### src/hw/zero_compare_pkg.sv
// Shared types, constants and decode helpers for the compare-against-zero branch unit
package zero_compare_pkg;

    localparam int GENERAL_REGISTER_WIDTH = 32;
    localparam int OFFSET_WIDTH           = 16;
    localparam int SHIFT_AMOUNT           = 2;
    localparam int TARGET_OFFSET_WIDTH    = OFFSET_WIDTH + SHIFT_AMOUNT;
    localparam int SIGN_BIT               = GENERAL_REGISTER_WIDTH - 1;

    localparam logic [GENERAL_REGISTER_WIDTH-1:0] NEXT_INSTR_STEP = 32'h4;
    localparam logic [GENERAL_REGISTER_WIDTH-1:0] TARGET_RESET    = 32'h0;
    localparam logic [GENERAL_REGISTER_WIDTH-1:0] ZERO_VALUE      = 32'h0;

    typedef enum logic [1:0] {
        BRANCH_NONNEGATIVE_LIKELY = 2'h0,
        BRANCH_POSITIVE           = 2'h1,
        BRANCH_POSITIVE_LIKELY    = 2'h2,
        BRANCH_NONPOSITIVE        = 2'h3
    } branch_kind_t;

    // Instruction class of the delay-slot instruction, from the core decoder
    typedef enum logic [3:0] {
        SLOT_PLAIN                       = 4'h0,
        SLOT_BRANCH                      = 4'h1,
        SLOT_JUMP                        = 4'h2,
        SLOT_NOOP_AND_LINK               = 4'h3,
        SLOT_EXCEPTION_RETURN            = 4'h4,
        SLOT_EXCEPTION_RETURN_KEEP_LLBIT = 4'h5,
        SLOT_DEBUG_RETURN                = 4'h6,
        SLOT_WAIT                        = 4'h7,
        SLOT_PAUSE                       = 4'h8
    } slot_class_t;

    typedef enum logic [2:0] {
        ST_IDLE     = 3'h1,
        ST_SLOT     = 3'h2,
        ST_REDIRECT = 3'h4
    } unit_state_t;

    typedef struct packed {
        branch_kind_t                      kind;
        logic [GENERAL_REGISTER_WIDTH-1:0] operand;
        logic [GENERAL_REGISTER_WIDTH-1:0] pc;
        logic [OFFSET_WIDTH-1:0]           offset;
    } branch_req_t;

    function automatic logic is_control_transfer(input slot_class_t c);
        logic r;
        r = 1'h0;
        case (c)
            SLOT_BRANCH, SLOT_JUMP, SLOT_NOOP_AND_LINK, SLOT_EXCEPTION_RETURN,
            SLOT_EXCEPTION_RETURN_KEEP_LLBIT, SLOT_DEBUG_RETURN, SLOT_WAIT, SLOT_PAUSE: r = 1'h1;
            default: r = 1'h0;
        endcase
        return r;
    endfunction

    function automatic logic is_likely(input branch_kind_t k);
        return (k == BRANCH_NONNEGATIVE_LIKELY) || (k == BRANCH_POSITIVE_LIKELY);
    endfunction

endpackage

### src/hw/zero_compare_branch_unit.sv
// Branch resolution, delay-slot handling and slot checking for compare-against-zero branches
`timescale 1ns/10ps
module zero_compare_branch_unit (
    // Clock and reset
    input  wire logic                                                I_CLOCK,
    input  wire logic                                                I_RST,
    // Configuration
    input  wire logic                                                I_RELEASE6,
    // Branch issue
    input  wire logic                                                I_BRANCH_VALID,
    input  wire zero_compare_pkg::branch_req_t                       I_BRANCH,
    // Delay-slot instruction
    input  wire logic                                                I_SLOT_VALID,
    input  wire zero_compare_pkg::slot_class_t                       I_SLOT_CLASS,
    // Pipeline flush
    input  wire logic                                                I_FLUSH,
    // Issue handshake
    output logic                                                     O_READY,
    // Delay-slot outcome
    output logic                                                     O_SLOT_COMMIT,
    output logic                                                     O_SLOT_NULLIFY,
    output logic                                                     O_SLOT_UNPREDICTABLE,
    output logic                                                     O_RI_EXCEPTION,
    // Redirect
    output logic                                                     O_REDIRECT,
    output logic [zero_compare_pkg::GENERAL_REGISTER_WIDTH-1:0]      O_TARGET,
    // Prediction hints
    output logic                                                     O_PREDICT_VALID,
    output logic                                                     O_PREDICT_STATIC_TAKEN,
    output logic                                                     O_PREDICTOR_LOOKUP,
    output logic                                                     O_PREDICTOR_UPDATE,
    output logic                                                     O_UPDATE_TAKEN
);

    zero_compare_pkg::unit_state_t                    state_reg;
    zero_compare_pkg::unit_state_t                    state_next;
    logic                                             taken_reg;
    logic                                             taken_next;
    logic                                             likely_reg;
    logic                                             likely_next;
    logic [zero_compare_pkg::GENERAL_REGISTER_WIDTH-1:0] target_reg;
    logic [zero_compare_pkg::GENERAL_REGISTER_WIDTH-1:0] target_next;
    logic                                             ready_reg;
    logic                                             ready_next;
    logic                                             commit_reg;
    logic                                             commit_next;
    logic                                             nullify_reg;
    logic                                             nullify_next;
    logic                                             unpred_reg;
    logic                                             unpred_next;
    logic                                             ri_reg;
    logic                                             ri_next;
    logic                                             redirect_reg;
    logic                                             redirect_next;
    logic                                             pred_valid_reg;
    logic                                             pred_valid_next;
    logic                                             pred_static_reg;
    logic                                             pred_static_next;
    logic                                             pred_lookup_reg;
    logic                                             pred_lookup_next;
    logic                                             pred_update_reg;
    logic                                             pred_update_next;
    logic                                             update_taken_reg;
    logic                                             update_taken_next;

    logic                                             cond_taken;
    logic                                             cond_likely;
    logic [zero_compare_pkg::GENERAL_REGISTER_WIDTH-1:0] calc_target;
    logic                                             slot_is_xfer;
    logic                                             branch_fire;
    logic                                             slot_take;

    zero_compare_cond u_cond (
        .i_kind    (I_BRANCH.kind),
        .i_operand (I_BRANCH.operand),
        .o_taken   (cond_taken),
        .o_likely  (cond_likely)
    );

    branch_target_calc u_target (
        .i_pc     (I_BRANCH.pc),
        .i_offset (I_BRANCH.offset),
        .o_target (calc_target)
    );

    assign slot_is_xfer = zero_compare_pkg::is_control_transfer(I_SLOT_CLASS);
    assign branch_fire = (state_reg == zero_compare_pkg::ST_IDLE) && I_BRANCH_VALID && !I_FLUSH;
    assign slot_take   = (state_reg == zero_compare_pkg::ST_SLOT) && I_SLOT_VALID && !I_FLUSH;

    always_comb begin
        state_next        = state_reg;
        taken_next        = taken_reg;
        likely_next       = likely_reg;
        target_next       = target_reg;
        pred_static_next  = pred_static_reg;
        update_taken_next = update_taken_reg;
        commit_next       = 1'h0;
        nullify_next      = 1'h0;
        unpred_next       = 1'h0;
        ri_next           = 1'h0;
        redirect_next     = 1'h0;
        pred_valid_next   = 1'h0;
        pred_lookup_next  = 1'h0;
        pred_update_next  = 1'h0;
        if (I_FLUSH) begin
            // A flush drops whatever branch is pending
            state_next = zero_compare_pkg::ST_IDLE;
        end else begin
            unique case (state_reg)
                zero_compare_pkg::ST_IDLE: begin
                    if (I_BRANCH_VALID) begin
                        if (I_RELEASE6 && cond_likely) begin
                            ri_next = 1'h1;
                        end else begin
                            state_next       = zero_compare_pkg::ST_SLOT;
                            taken_next       = cond_taken;
                            likely_next      = cond_likely;
                            target_next      = calc_target;
                            pred_valid_next  = 1'h1;
                            pred_static_next = cond_likely;
                            pred_lookup_next = !cond_likely;
                        end
                    end
                end
                zero_compare_pkg::ST_SLOT: begin
                    if (I_SLOT_VALID) begin
                        // Only dynamically predicted forms train the tables
                        pred_update_next  = !likely_reg;
                        update_taken_next = taken_reg;
                        if (I_RELEASE6 && slot_is_xfer) begin
                            ri_next      = 1'h1;
                            nullify_next = 1'h1;
                            state_next   = zero_compare_pkg::ST_IDLE;
                        end else begin
                            unpred_next = !I_RELEASE6 && slot_is_xfer;
                            if (taken_reg) begin
                                commit_next = 1'h1;
                                state_next  = zero_compare_pkg::ST_REDIRECT;
                            end else if (likely_reg) begin
                                nullify_next = 1'h1;
                                state_next   = zero_compare_pkg::ST_IDLE;
                            end else begin
                                commit_next = 1'h1;
                                state_next  = zero_compare_pkg::ST_IDLE;
                            end
                        end
                    end
                end
                zero_compare_pkg::ST_REDIRECT: begin
                    redirect_next = 1'h1;
                    state_next    = zero_compare_pkg::ST_IDLE;
                end
                default: begin
                    state_next = zero_compare_pkg::ST_IDLE;
                end
            endcase
        end
        ready_next = (state_next == zero_compare_pkg::ST_IDLE);
    end

    always_ff @(posedge I_CLOCK or posedge I_RST) begin
        if (I_RST) begin
            state_reg        <= zero_compare_pkg::ST_IDLE;
            taken_reg        <= 1'h0;
            likely_reg       <= 1'h0;
            target_reg       <= zero_compare_pkg::TARGET_RESET;
            ready_reg        <= 1'h1;
            commit_reg       <= 1'h0;
            nullify_reg      <= 1'h0;
            unpred_reg       <= 1'h0;
            ri_reg           <= 1'h0;
            redirect_reg     <= 1'h0;
            pred_valid_reg   <= 1'h0;
            pred_static_reg  <= 1'h0;
            pred_lookup_reg  <= 1'h0;
            pred_update_reg  <= 1'h0;
            update_taken_reg <= 1'h0;
        end else begin
            state_reg        <= state_next;
            taken_reg        <= taken_next;
            likely_reg       <= likely_next;
            target_reg       <= target_next;
            ready_reg        <= ready_next;
            commit_reg       <= commit_next;
            nullify_reg      <= nullify_next;
            unpred_reg       <= unpred_next;
            ri_reg           <= ri_next;
            redirect_reg     <= redirect_next;
            pred_valid_reg   <= pred_valid_next;
            pred_static_reg  <= pred_static_next;
            pred_lookup_reg  <= pred_lookup_next;
            pred_update_reg  <= pred_update_next;
            update_taken_reg <= update_taken_next;
        end
    end

    assign O_READY                = ready_reg;
    assign O_SLOT_COMMIT          = commit_reg;
    assign O_SLOT_NULLIFY         = nullify_reg;
    assign O_SLOT_UNPREDICTABLE   = unpred_reg;
    assign O_RI_EXCEPTION         = ri_reg;
    assign O_REDIRECT             = redirect_reg;
    assign O_TARGET               = target_reg;
    assign O_PREDICT_VALID        = pred_valid_reg;
    assign O_PREDICT_STATIC_TAKEN = pred_static_reg;
    assign O_PREDICTOR_LOOKUP     = pred_lookup_reg;
    assign O_PREDICTOR_UPDATE     = pred_update_reg;
    assign O_UPDATE_TAKEN         = update_taken_reg;

    // Independent reference target for checking, built straight from the offset field
    localparam int REF_EXT = zero_compare_pkg::GENERAL_REGISTER_WIDTH - zero_compare_pkg::TARGET_OFFSET_WIDTH;
    logic [zero_compare_pkg::GENERAL_REGISTER_WIDTH-1:0] ref_target;
    assign ref_target = I_BRANCH.pc + zero_compare_pkg::NEXT_INSTR_STEP
                        + {{REF_EXT{I_BRANCH.offset[zero_compare_pkg::OFFSET_WIDTH-1]}}, I_BRANCH.offset,
                           {zero_compare_pkg::SHIFT_AMOUNT{1'h0}}};

    property p_target;
        @(posedge I_CLOCK) disable iff (I_RST)
        branch_fire && !(I_RELEASE6 && cond_likely) |=> (O_TARGET == $past(ref_target));
    endproperty
    a_target: assert property (p_target) else $error("Branch target mismatch");

    property p_nonneg;
        @(posedge I_CLOCK) disable iff (I_RST)
        branch_fire && !I_RELEASE6 && (I_BRANCH.kind == zero_compare_pkg::BRANCH_NONNEGATIVE_LIKELY)
        |=> (taken_reg == !$past(I_BRANCH.operand[zero_compare_pkg::SIGN_BIT]));
    endproperty
    a_nonneg: assert property (p_nonneg) else $error("Nonnegative condition wrong");

    property p_slot_first;
        @(posedge I_CLOCK) disable iff (I_RST)
        slot_take && taken_reg && !(I_RELEASE6 && slot_is_xfer)
        |=> O_SLOT_COMMIT && !O_REDIRECT ##1 (O_REDIRECT || $past(I_FLUSH)) && !O_SLOT_COMMIT;
    endproperty
    a_slot_first: assert property (p_slot_first) else $error("Redirect not after slot");

    property p_likely_nullify;
        @(posedge I_CLOCK) disable iff (I_RST)
        slot_take && likely_reg && !taken_reg && !(I_RELEASE6 && slot_is_xfer)
        |=> O_SLOT_NULLIFY && !O_SLOT_COMMIT ##1 !O_REDIRECT;
    endproperty
    a_likely_nullify: assert property (p_likely_nullify) else $error("Likely slot not nullified");

    property p_positive;
        @(posedge I_CLOCK) disable iff (I_RST)
        branch_fire && !I_RELEASE6 && ((I_BRANCH.kind == zero_compare_pkg::BRANCH_POSITIVE) ||
                                       (I_BRANCH.kind == zero_compare_pkg::BRANCH_POSITIVE_LIKELY))
        |=> (taken_reg == (!$past(I_BRANCH.operand[zero_compare_pkg::SIGN_BIT]) &&
                           ($past(I_BRANCH.operand) != zero_compare_pkg::ZERO_VALUE)));
    endproperty
    a_positive: assert property (p_positive) else $error("Positive condition wrong");

    property p_nonpos;
        @(posedge I_CLOCK) disable iff (I_RST)
        branch_fire && (I_BRANCH.kind == zero_compare_pkg::BRANCH_NONPOSITIVE)
        |=> (taken_reg == ($past(I_BRANCH.operand[zero_compare_pkg::SIGN_BIT]) ||
                           ($past(I_BRANCH.operand) == zero_compare_pkg::ZERO_VALUE)));
    endproperty
    a_nonpos: assert property (p_nonpos) else $error("Nonpositive condition wrong");

    property p_slot_transfer;
        @(posedge I_CLOCK) disable iff (I_RST)
        slot_take && I_RELEASE6 && slot_is_xfer |=> O_RI_EXCEPTION && !O_SLOT_COMMIT ##1 !O_REDIRECT;
    endproperty
    a_slot_transfer: assert property (p_slot_transfer) else $error("Slot transfer not trapped");

    property p_pre6_flag;
        @(posedge I_CLOCK) disable iff (I_RST)
        slot_take && !I_RELEASE6 |=> (O_SLOT_UNPREDICTABLE == $past(slot_is_xfer)) && !O_RI_EXCEPTION;
    endproperty
    a_pre6_flag: assert property (p_pre6_flag) else $error("Unpredictable flag wrong");

    property p_no_likely6;
        @(posedge I_CLOCK) disable iff (I_RST)
        branch_fire && I_RELEASE6 && cond_likely |=> O_RI_EXCEPTION && O_READY && !O_PREDICT_VALID;
    endproperty
    a_no_likely6: assert property (p_no_likely6) else $error("Likely form accepted");

    property p_static;
        @(posedge I_CLOCK) disable iff (I_RST)
        branch_fire && cond_likely && !I_RELEASE6 |=> O_PREDICT_VALID && O_PREDICT_STATIC_TAKEN && !O_PREDICTOR_LOOKUP;
    endproperty
    a_static: assert property (p_static) else $error("Likely form used predictor");

    property p_normal_slot;
        @(posedge I_CLOCK) disable iff (I_RST)
        slot_take && !likely_reg && !(I_RELEASE6 && slot_is_xfer) |=> O_SLOT_COMMIT && O_PREDICTOR_UPDATE;
    endproperty
    a_normal_slot: assert property (p_normal_slot) else $error("Normal slot not executed");

    c_taken: cover property (@(posedge I_CLOCK) disable iff (I_RST) O_SLOT_COMMIT ##1 O_REDIRECT);
    c_nullify: cover property (@(posedge I_CLOCK) disable iff (I_RST) O_SLOT_NULLIFY && !O_RI_EXCEPTION);
    c_trap: cover property (@(posedge I_CLOCK) disable iff (I_RST) O_RI_EXCEPTION && O_SLOT_NULLIFY);
    c_unpred: cover property (@(posedge I_CLOCK) disable iff (I_RST) O_SLOT_UNPREDICTABLE);
    // A flush that lands while a branch waits for its slot or for its redirect
    c_flush: cover property (@(posedge I_CLOCK) disable iff (I_RST) I_FLUSH && !O_READY);

endmodule

### src/hw/zero_compare_cond.sv
// Signed compare of one general register against zero for each branch form
`timescale 1ns/10ps
module zero_compare_cond (
    // Branch form and tested value
    input  wire zero_compare_pkg::branch_kind_t                         i_kind,
    input  wire logic [zero_compare_pkg::GENERAL_REGISTER_WIDTH-1:0]   i_operand,
    // Outcome
    output logic                                                        o_taken,
    output logic                                                        o_likely
);
    logic sign_set;
    logic is_zero;

    always_comb begin
        sign_set = i_operand[zero_compare_pkg::SIGN_BIT];
        is_zero  = (i_operand == zero_compare_pkg::ZERO_VALUE);
        o_likely = zero_compare_pkg::is_likely(i_kind);
        unique case (i_kind)
            zero_compare_pkg::BRANCH_NONNEGATIVE_LIKELY: o_taken = !sign_set;
            zero_compare_pkg::BRANCH_POSITIVE:           o_taken = !sign_set && !is_zero;
            zero_compare_pkg::BRANCH_POSITIVE_LIKELY:    o_taken = !sign_set && !is_zero;
            zero_compare_pkg::BRANCH_NONPOSITIVE:        o_taken = sign_set || is_zero;
        endcase
    end
endmodule

### src/hw/branch_target_calc.sv
// PC-relative branch target from the shifted, sign-extended offset
`timescale 1ns/10ps
module branch_target_calc (
    // Branch address and offset field
    input  wire logic [zero_compare_pkg::GENERAL_REGISTER_WIDTH-1:0] i_pc,
    input  wire logic [zero_compare_pkg::OFFSET_WIDTH-1:0]           i_offset,
    // Target
    output logic [zero_compare_pkg::GENERAL_REGISTER_WIDTH-1:0]      o_target
);
    localparam int EXT = zero_compare_pkg::GENERAL_REGISTER_WIDTH - zero_compare_pkg::TARGET_OFFSET_WIDTH;

    logic [zero_compare_pkg::TARGET_OFFSET_WIDTH-1:0]    shifted;
    logic [zero_compare_pkg::GENERAL_REGISTER_WIDTH-1:0] extended;

    always_comb begin
        shifted  = {i_offset, {zero_compare_pkg::SHIFT_AMOUNT{1'h0}}};
        extended = {{EXT{shifted[zero_compare_pkg::TARGET_OFFSET_WIDTH-1]}}, shifted};
        // Relative to the delay-slot address, not the branch itself
        o_target = i_pc + zero_compare_pkg::NEXT_INSTR_STEP + extended;
    end
endmodule

### config.mk
export PLATFORM = sky130hd
export DESIGN_NAME = zero_compare_branch_unit
export DESIGN_NICKNAME = d
export VERILOG_FILES = /design/src/hw/zero_compare_pkg.sv /design/src/hw/zero_compare_branch_unit.sv /design/src/hw/zero_compare_cond.sv /design/src/hw/branch_target_calc.sv
export SDC_FILE = /design/constraint.sdc
export NUM_CORES = 1
export LEC_CHECK = 0
export BUFFER_PORTS_ARGS = -buffer_cell sky130_fd_sc_hd__buf_2
export CAP_MARGIN = 20
export CELL_PAD_IN_SITES_DETAIL_PLACEMENT = 1
export CELL_PAD_IN_SITES_GLOBAL_PLACEMENT = 2
export CORE_ASPECT_RATIO = 1.2
export CORE_UTILIZATION = 29
export CTS_CLUSTER_DIAMETER = 30
export DETAILED_ROUTE_END_ITERATION = 10
export PLACE_DENSITY = 0.8
export SYNTH_ARGS = -nofsm -noshare
export SYNTH_HDL_FRONTEND = slang
export SYNTH_SLANG_ARGS = --single-unit
### constraint.sdc
create_clock -name I_CLOCK -period 2.16 [get_ports I_CLOCK]
set_clock_uncertainty 0.2 [all_clocks]
set_input_delay 0.432 -clock I_CLOCK [delete_from_list [all_inputs] [get_ports I_CLOCK]]
set_output_delay 0.432 -clock I_CLOCK [all_outputs]
set_load 0.02 [all_outputs]
## Yosys cells after proc, flatten, opt, wreduce, memory -nomap -nowiden

Memory sizes are Yosys's and may differ from the RTL's.
Cells that the tools add are included.

- Flip-flop bits (word level): 47
- Input port bits: 92
- Memory bits (read-only): 16
- Memories kept: 1
- Logic and storage cells: 85
- Output and inout bits: 43

Memories:

| memory | depth | bits a word | rd ports | clocked after Yosys merged registers in | write ports | line | text |
|---|---|---|---|---|---|---|---|
| (name not given) | 16 | 1 | 1 | 0 | 0 | zero_compare_pkg.sv:50 | `case (c)` |

- Reduce and logical (&&, ||, !) cells: 16
- Bitwise operators: 2
- Equality and inequality tests: 7
- $add $sub $neg: 2
- Multiplexer cells: 43

Operators by type and width:

| operator | number |
|---|---|
| 1-bit 2-to-1 mux | 34 |
| 32-bit by 3-bit adder with 32-bit output (second input constant) | 1 |
| 32-bit adder | 1 |
| 32-bit zero test | 1 |
| 3-bit 2-to-1 mux | 6 |
| 3-bit by 1-bit == test with 1-bit output (second input constant) | 2 |
| 3-bit case mux with 2 select lines | 1 |
| 1-bit zero test | 5 |
| 2-bit == test (second input constant) | 2 |
| 1-bit logical AND | 4 |
| 4-bit AND reduction | 1 |
| 3-bit by 2-bit == test with 1-bit output (second input constant) | 1 |
| 3-bit == test (second input constant) | 1 |
| 1-bit case mux with 3 select lines | 1 |
| 3-bit AND reduction | 1 |
| 2-bit by 1-bit == test with 1-bit output (second input constant) | 1 |
| 2-bit zero test | 1 |
| 1-bit logical OR | 2 |
| 1-bit inverter | 2 |
| 1-bit case mux with 2 select lines | 1 |
| 2-bit OR reduction | 1 |

## Depth between registers and ports, before layout

- Depth after elaboration: 8
- Mapped depth: 12
- Depth with buffers taken out: 12

## Hierarchy

Synthesis repeated with hierarchy kept, for this count alone.

- Cells, all modules: 377
- Area, all modules: 3,977.6 um^2

Modules (own cells, without submodules):

| module | cells each | times used | area each (um^2) | sequential area each (um^2) |
|---|---|---|---|---|
| zero_compare_branch_unit | 123 | 1 | 1,969.4 | 1,178.6 |
| branch_target_calc | 232 | 1 | 1,843.0 | 0.0 |
| zero_compare_cond | 22 | 1 | 165.2 | 0.0 |

## Worst setup path before layout

No wires, ideal clock.

- Path kind: input port to flip-flop
- From: input port I_BRANCH[1] in the netlist's numbering
- To: register target_reg (netlist bit O_TARGET[29])
- Path buffers: 0
- Arrival: 2.529 ns
- Stages on the path: 10
- Library setup time: 0.129 ns
- Required time: 1.831 ns
- Slack: -0.699 ns
- Path through: ha_1 ha_1 fa_1 a211oi_2 o21ai_2 a31oi_1 o211ai_2 o21ai_1 xor2_1 o21ai_1

- Longest elaborated chain between the ends: 1

RTL lines:

| item | line | text |
|---|---|---|
| start, declared | zero_compare_branch_unit.sv:11 | `input wire zero_compare_pkg::branch_req_t I_BRANCH,` |
| 32-bit adder | -- |  |
| end signal, assigned | zero_compare_branch_unit.sv:166 | `target_reg <= zero_compare_pkg::TARGET_RESET;` |
| end signal, assigned | zero_compare_branch_unit.sv:182 | `target_reg <= target_next;` |
| end, declared | zero_compare_branch_unit.sv:41 | `logic [zero_compare_pkg::GENERAL_REGISTER_WIDTH-1:0] target_reg;` |

Every way passes these cells.
A chain may end at the register's enable or synchronous reset.

## Worst setup path after layout

- From: input port I_BRANCH[19] in the netlist's numbering
- To: register target_reg (netlist bit O_TARGET[29])

- Longest elaborated chain between the ends: 2

RTL lines:

| item |
|---|
| 32-bit by 3-bit adder with 32-bit output |
| 32-bit adder |

Every way passes these cells.

==> results.txt <==
Synth Register Bits: 47
fill cell count: 1517
Max Fclk: 394 MHz
GP Congestion: 0.848
Worst-Skew Late Latency: 0.29 ns
post-layout minimum cycle time: 2.54 ns
sequential share of the synthesized area: 0.298
multi-input logic area: 3620 sq um
IO Port Bufs: 134
sw frac: 0.406
TritonRoute pass-1 iters: 5
Power Density: 657 nW/um^2
Reg clk slew, reported paths: 0.06 ns
layout cells sized above 1: 0.552
CP most frequent cell: ha_4
critical path class: in -> reg
Yosys Warn Count: 0
failing checks: setup timing
TritonCTS clock tree: done
Avg WL per Cell: 17.5 microns
largest area contributor in the netlist: dfrtp_1
Setup WS post-layout: -0.378 ns
Worst EP required: 2.13 ns
storage element area: 1180 sq um
CTS max path bufs: 2
syn avg cell area: 8.59 sq um
initial antenna violation count: 0
overall power: 4.50 mW
via count: 4364
Initial DRC Count: 113
pin count of the biggest net entering global routing: 29
critical path cell sequence: buf_6 -> ha_4 -> ha_4 -> fa_2 -> a211oi_4 -> o21ai_4 -> a31oi_4 -> o211ai_2 -> o21ai_2 -> xor2_1 -> o21ai_1
slew margin rel.: 0.704
pre-CTS WS: -0.795 ns
Starting Density: 0.298
Buf/Inv on CP: 1
Std-Cell Rows: 46
count leader, synth: nand2_1
Synth Cell Area: 3950 sq um
GR Overflow Total: 0
CP max stage cell: fa_2
CP endpoint kind: flip-flop
Max stage delay on crit path: 0.38 ns
Combinational Power Share: 0.559
Cells after Synth: 460
full die area: 14100 sq um
Worst path top cell family by delay: compound AO/OA/AOI/OAI gates
Worst VDD drop: 502 uV
register share of total power: 0.276
Ports: 135
Max-cap violations: 0
Net Sw Power: 1.83 mW
hold crit path type: in -> reg
Tightest Pin Transition: 0.443 ns
CTS root buf: clkbuf_16
Distinct cells, synth: 56
total track usage: 0.210
vias in the first global route: 4793
Inserted Clock Buffers: 5
Fin. Hold Viols: 0
placed cells: 840
power share of the clock group: 0.166
RSZ-0062 raised after global routing: yes
Non-Filler Instances: 865
final slew viol count: 0
DIE HEIGHT: 130 microns
top_reg_cell synth: dfrtp_1
post-DP HPWL: 11.4 mm
Die Width: 109 microns
CP Data Arrival Time: 2.51 ns
Detail Route Antenna Nets: 0
largest cells by area after synthesis: dfrtp_1, ha_1, nand2_1, a21oi_1, o21ai_0
EDFF count, synth: 0
Syn Nets: 613
Area Growth Syn to Fin: 73.4%
area of the core: 13200 sq um
Post-Route WL: 15.1 mm
htree depth: 2
period utilisation layout: 1.17
post-synth top area share: 0.285
status: finished with violations
Final Util: 0.518
startpoint types: primary input
Pint: 2.68 mW
Clock Sink Count: 47
asr flop ratio synth: 1.00
number of diodes: 0
CP max FO: 3
Leak: 3.15 nW
Post-synth top cells: nand2_1, ha_1, dfrtp_1
fin nets: 849
Final setup viols: 23
max FFs per register: 32
first-pass GRT wire length: 23.1 mm
setup TNS: -6.02 ns
vias per inst: 5.05
DRC: 0
[through the flow]
step	area, sq um	hold slack [ns]
floorplan	4270	0.225
global placement	5750	0.236
detailed placement	5750	0.264
finish	6850	0.140
global route	6850	0.162
CTS	6530	0.142
[logic make-up after synthesis]
family,share of synthesized area
and+or+nand+nor,0.176
AOI/OAI and AO/OA,0.226
adders and majority gates,0.195
DFF,0.298
buffers and inverters,0.0412
xor gates and xnor gates,0.0598
muxes,0.00380
[repair_timing]
item	CTS	global route
resized for setup	93	55
endpoints found under the setup margin	24	24
pin swaps	59	52
setup buffers	12	9
hold buffers	1	0
endpoints found under the hold margin	16	0
[metal layers]
metal,share of wire,GRT usage,vias up
met5,0,0,-
met4,0.016,0.0588,0
met3,0.037,0.0230,21
met2,0.57,0.424,110
met1,0.38,0.224,2111
li1,-,-,2122
[worst reg2reg max path, stage by stage, from the launching register on]
cell and delay, ns:
dfstp_2 0.55, nand2_1 0.05, nor2_1 0.26, nand3_2 0.16, clkinv_1 0.13, buf_4 0.15
o21ai_0 0.08, o21ai_0 0.16
[final timing paths]
kind	startpoint	endpoint	slack [ns]	cells past startpoint
max reg2reg	state_reg[0]	O_TARGET[7]	0.34	7
min reg2reg	O_TARGET[26]	O_TARGET[26]	0.28	2
max in group asynchronous	I_RST	O_PREDICTOR_UPDATE	0.69	4
min	I_BRANCH[17]	O_TARGET[1]	0.14	3
min in group asynchronous	I_RST	O_TARGET[0]	0.50	3
max	I_BRANCH[19]	O_TARGET[29]	-0.38	11
[power by group through the flow]
stage	registers (mW)	logic (mW)	clock network, mW
floorplan	1.48	0.949	0
global placement	1.25	1.99	0
detailed placement	1.26	2.05	0
CTS	1.25	2.33	0.763
global route	1.27	2.71	0.795
finish	1.24	2.51	0.747
[cell type report]
type,instances,share of cell area
clock inverter,1,0.000730
inverter,19,0.0115
timing repair buffer,248,0.238
multi-input combinational,375,0.528
clock buffer,7,0.0194
sequential,47,0.172
tap,168,0.0307
[placed cells by master (no fill, tap or decap), types with 7 or more instances in the layout]
master	count
ha_4	40
nor4_1	8
a21oi_2	15
buf_6	21
nor2_1	16
ha_1	20
inv_1	14
nand2_1	72
o21ai_0	13
xor2_1	11
buf_4	101
o21ai_1	26
nand4_1	7
buf_2	125
a21oi_4	8
o21ai_2	8
xnor2_1	7
dfrtp_1	45
a21o_1	8
a21oi_1	20
Note: power is estimated with default switching activity, not from simulation.
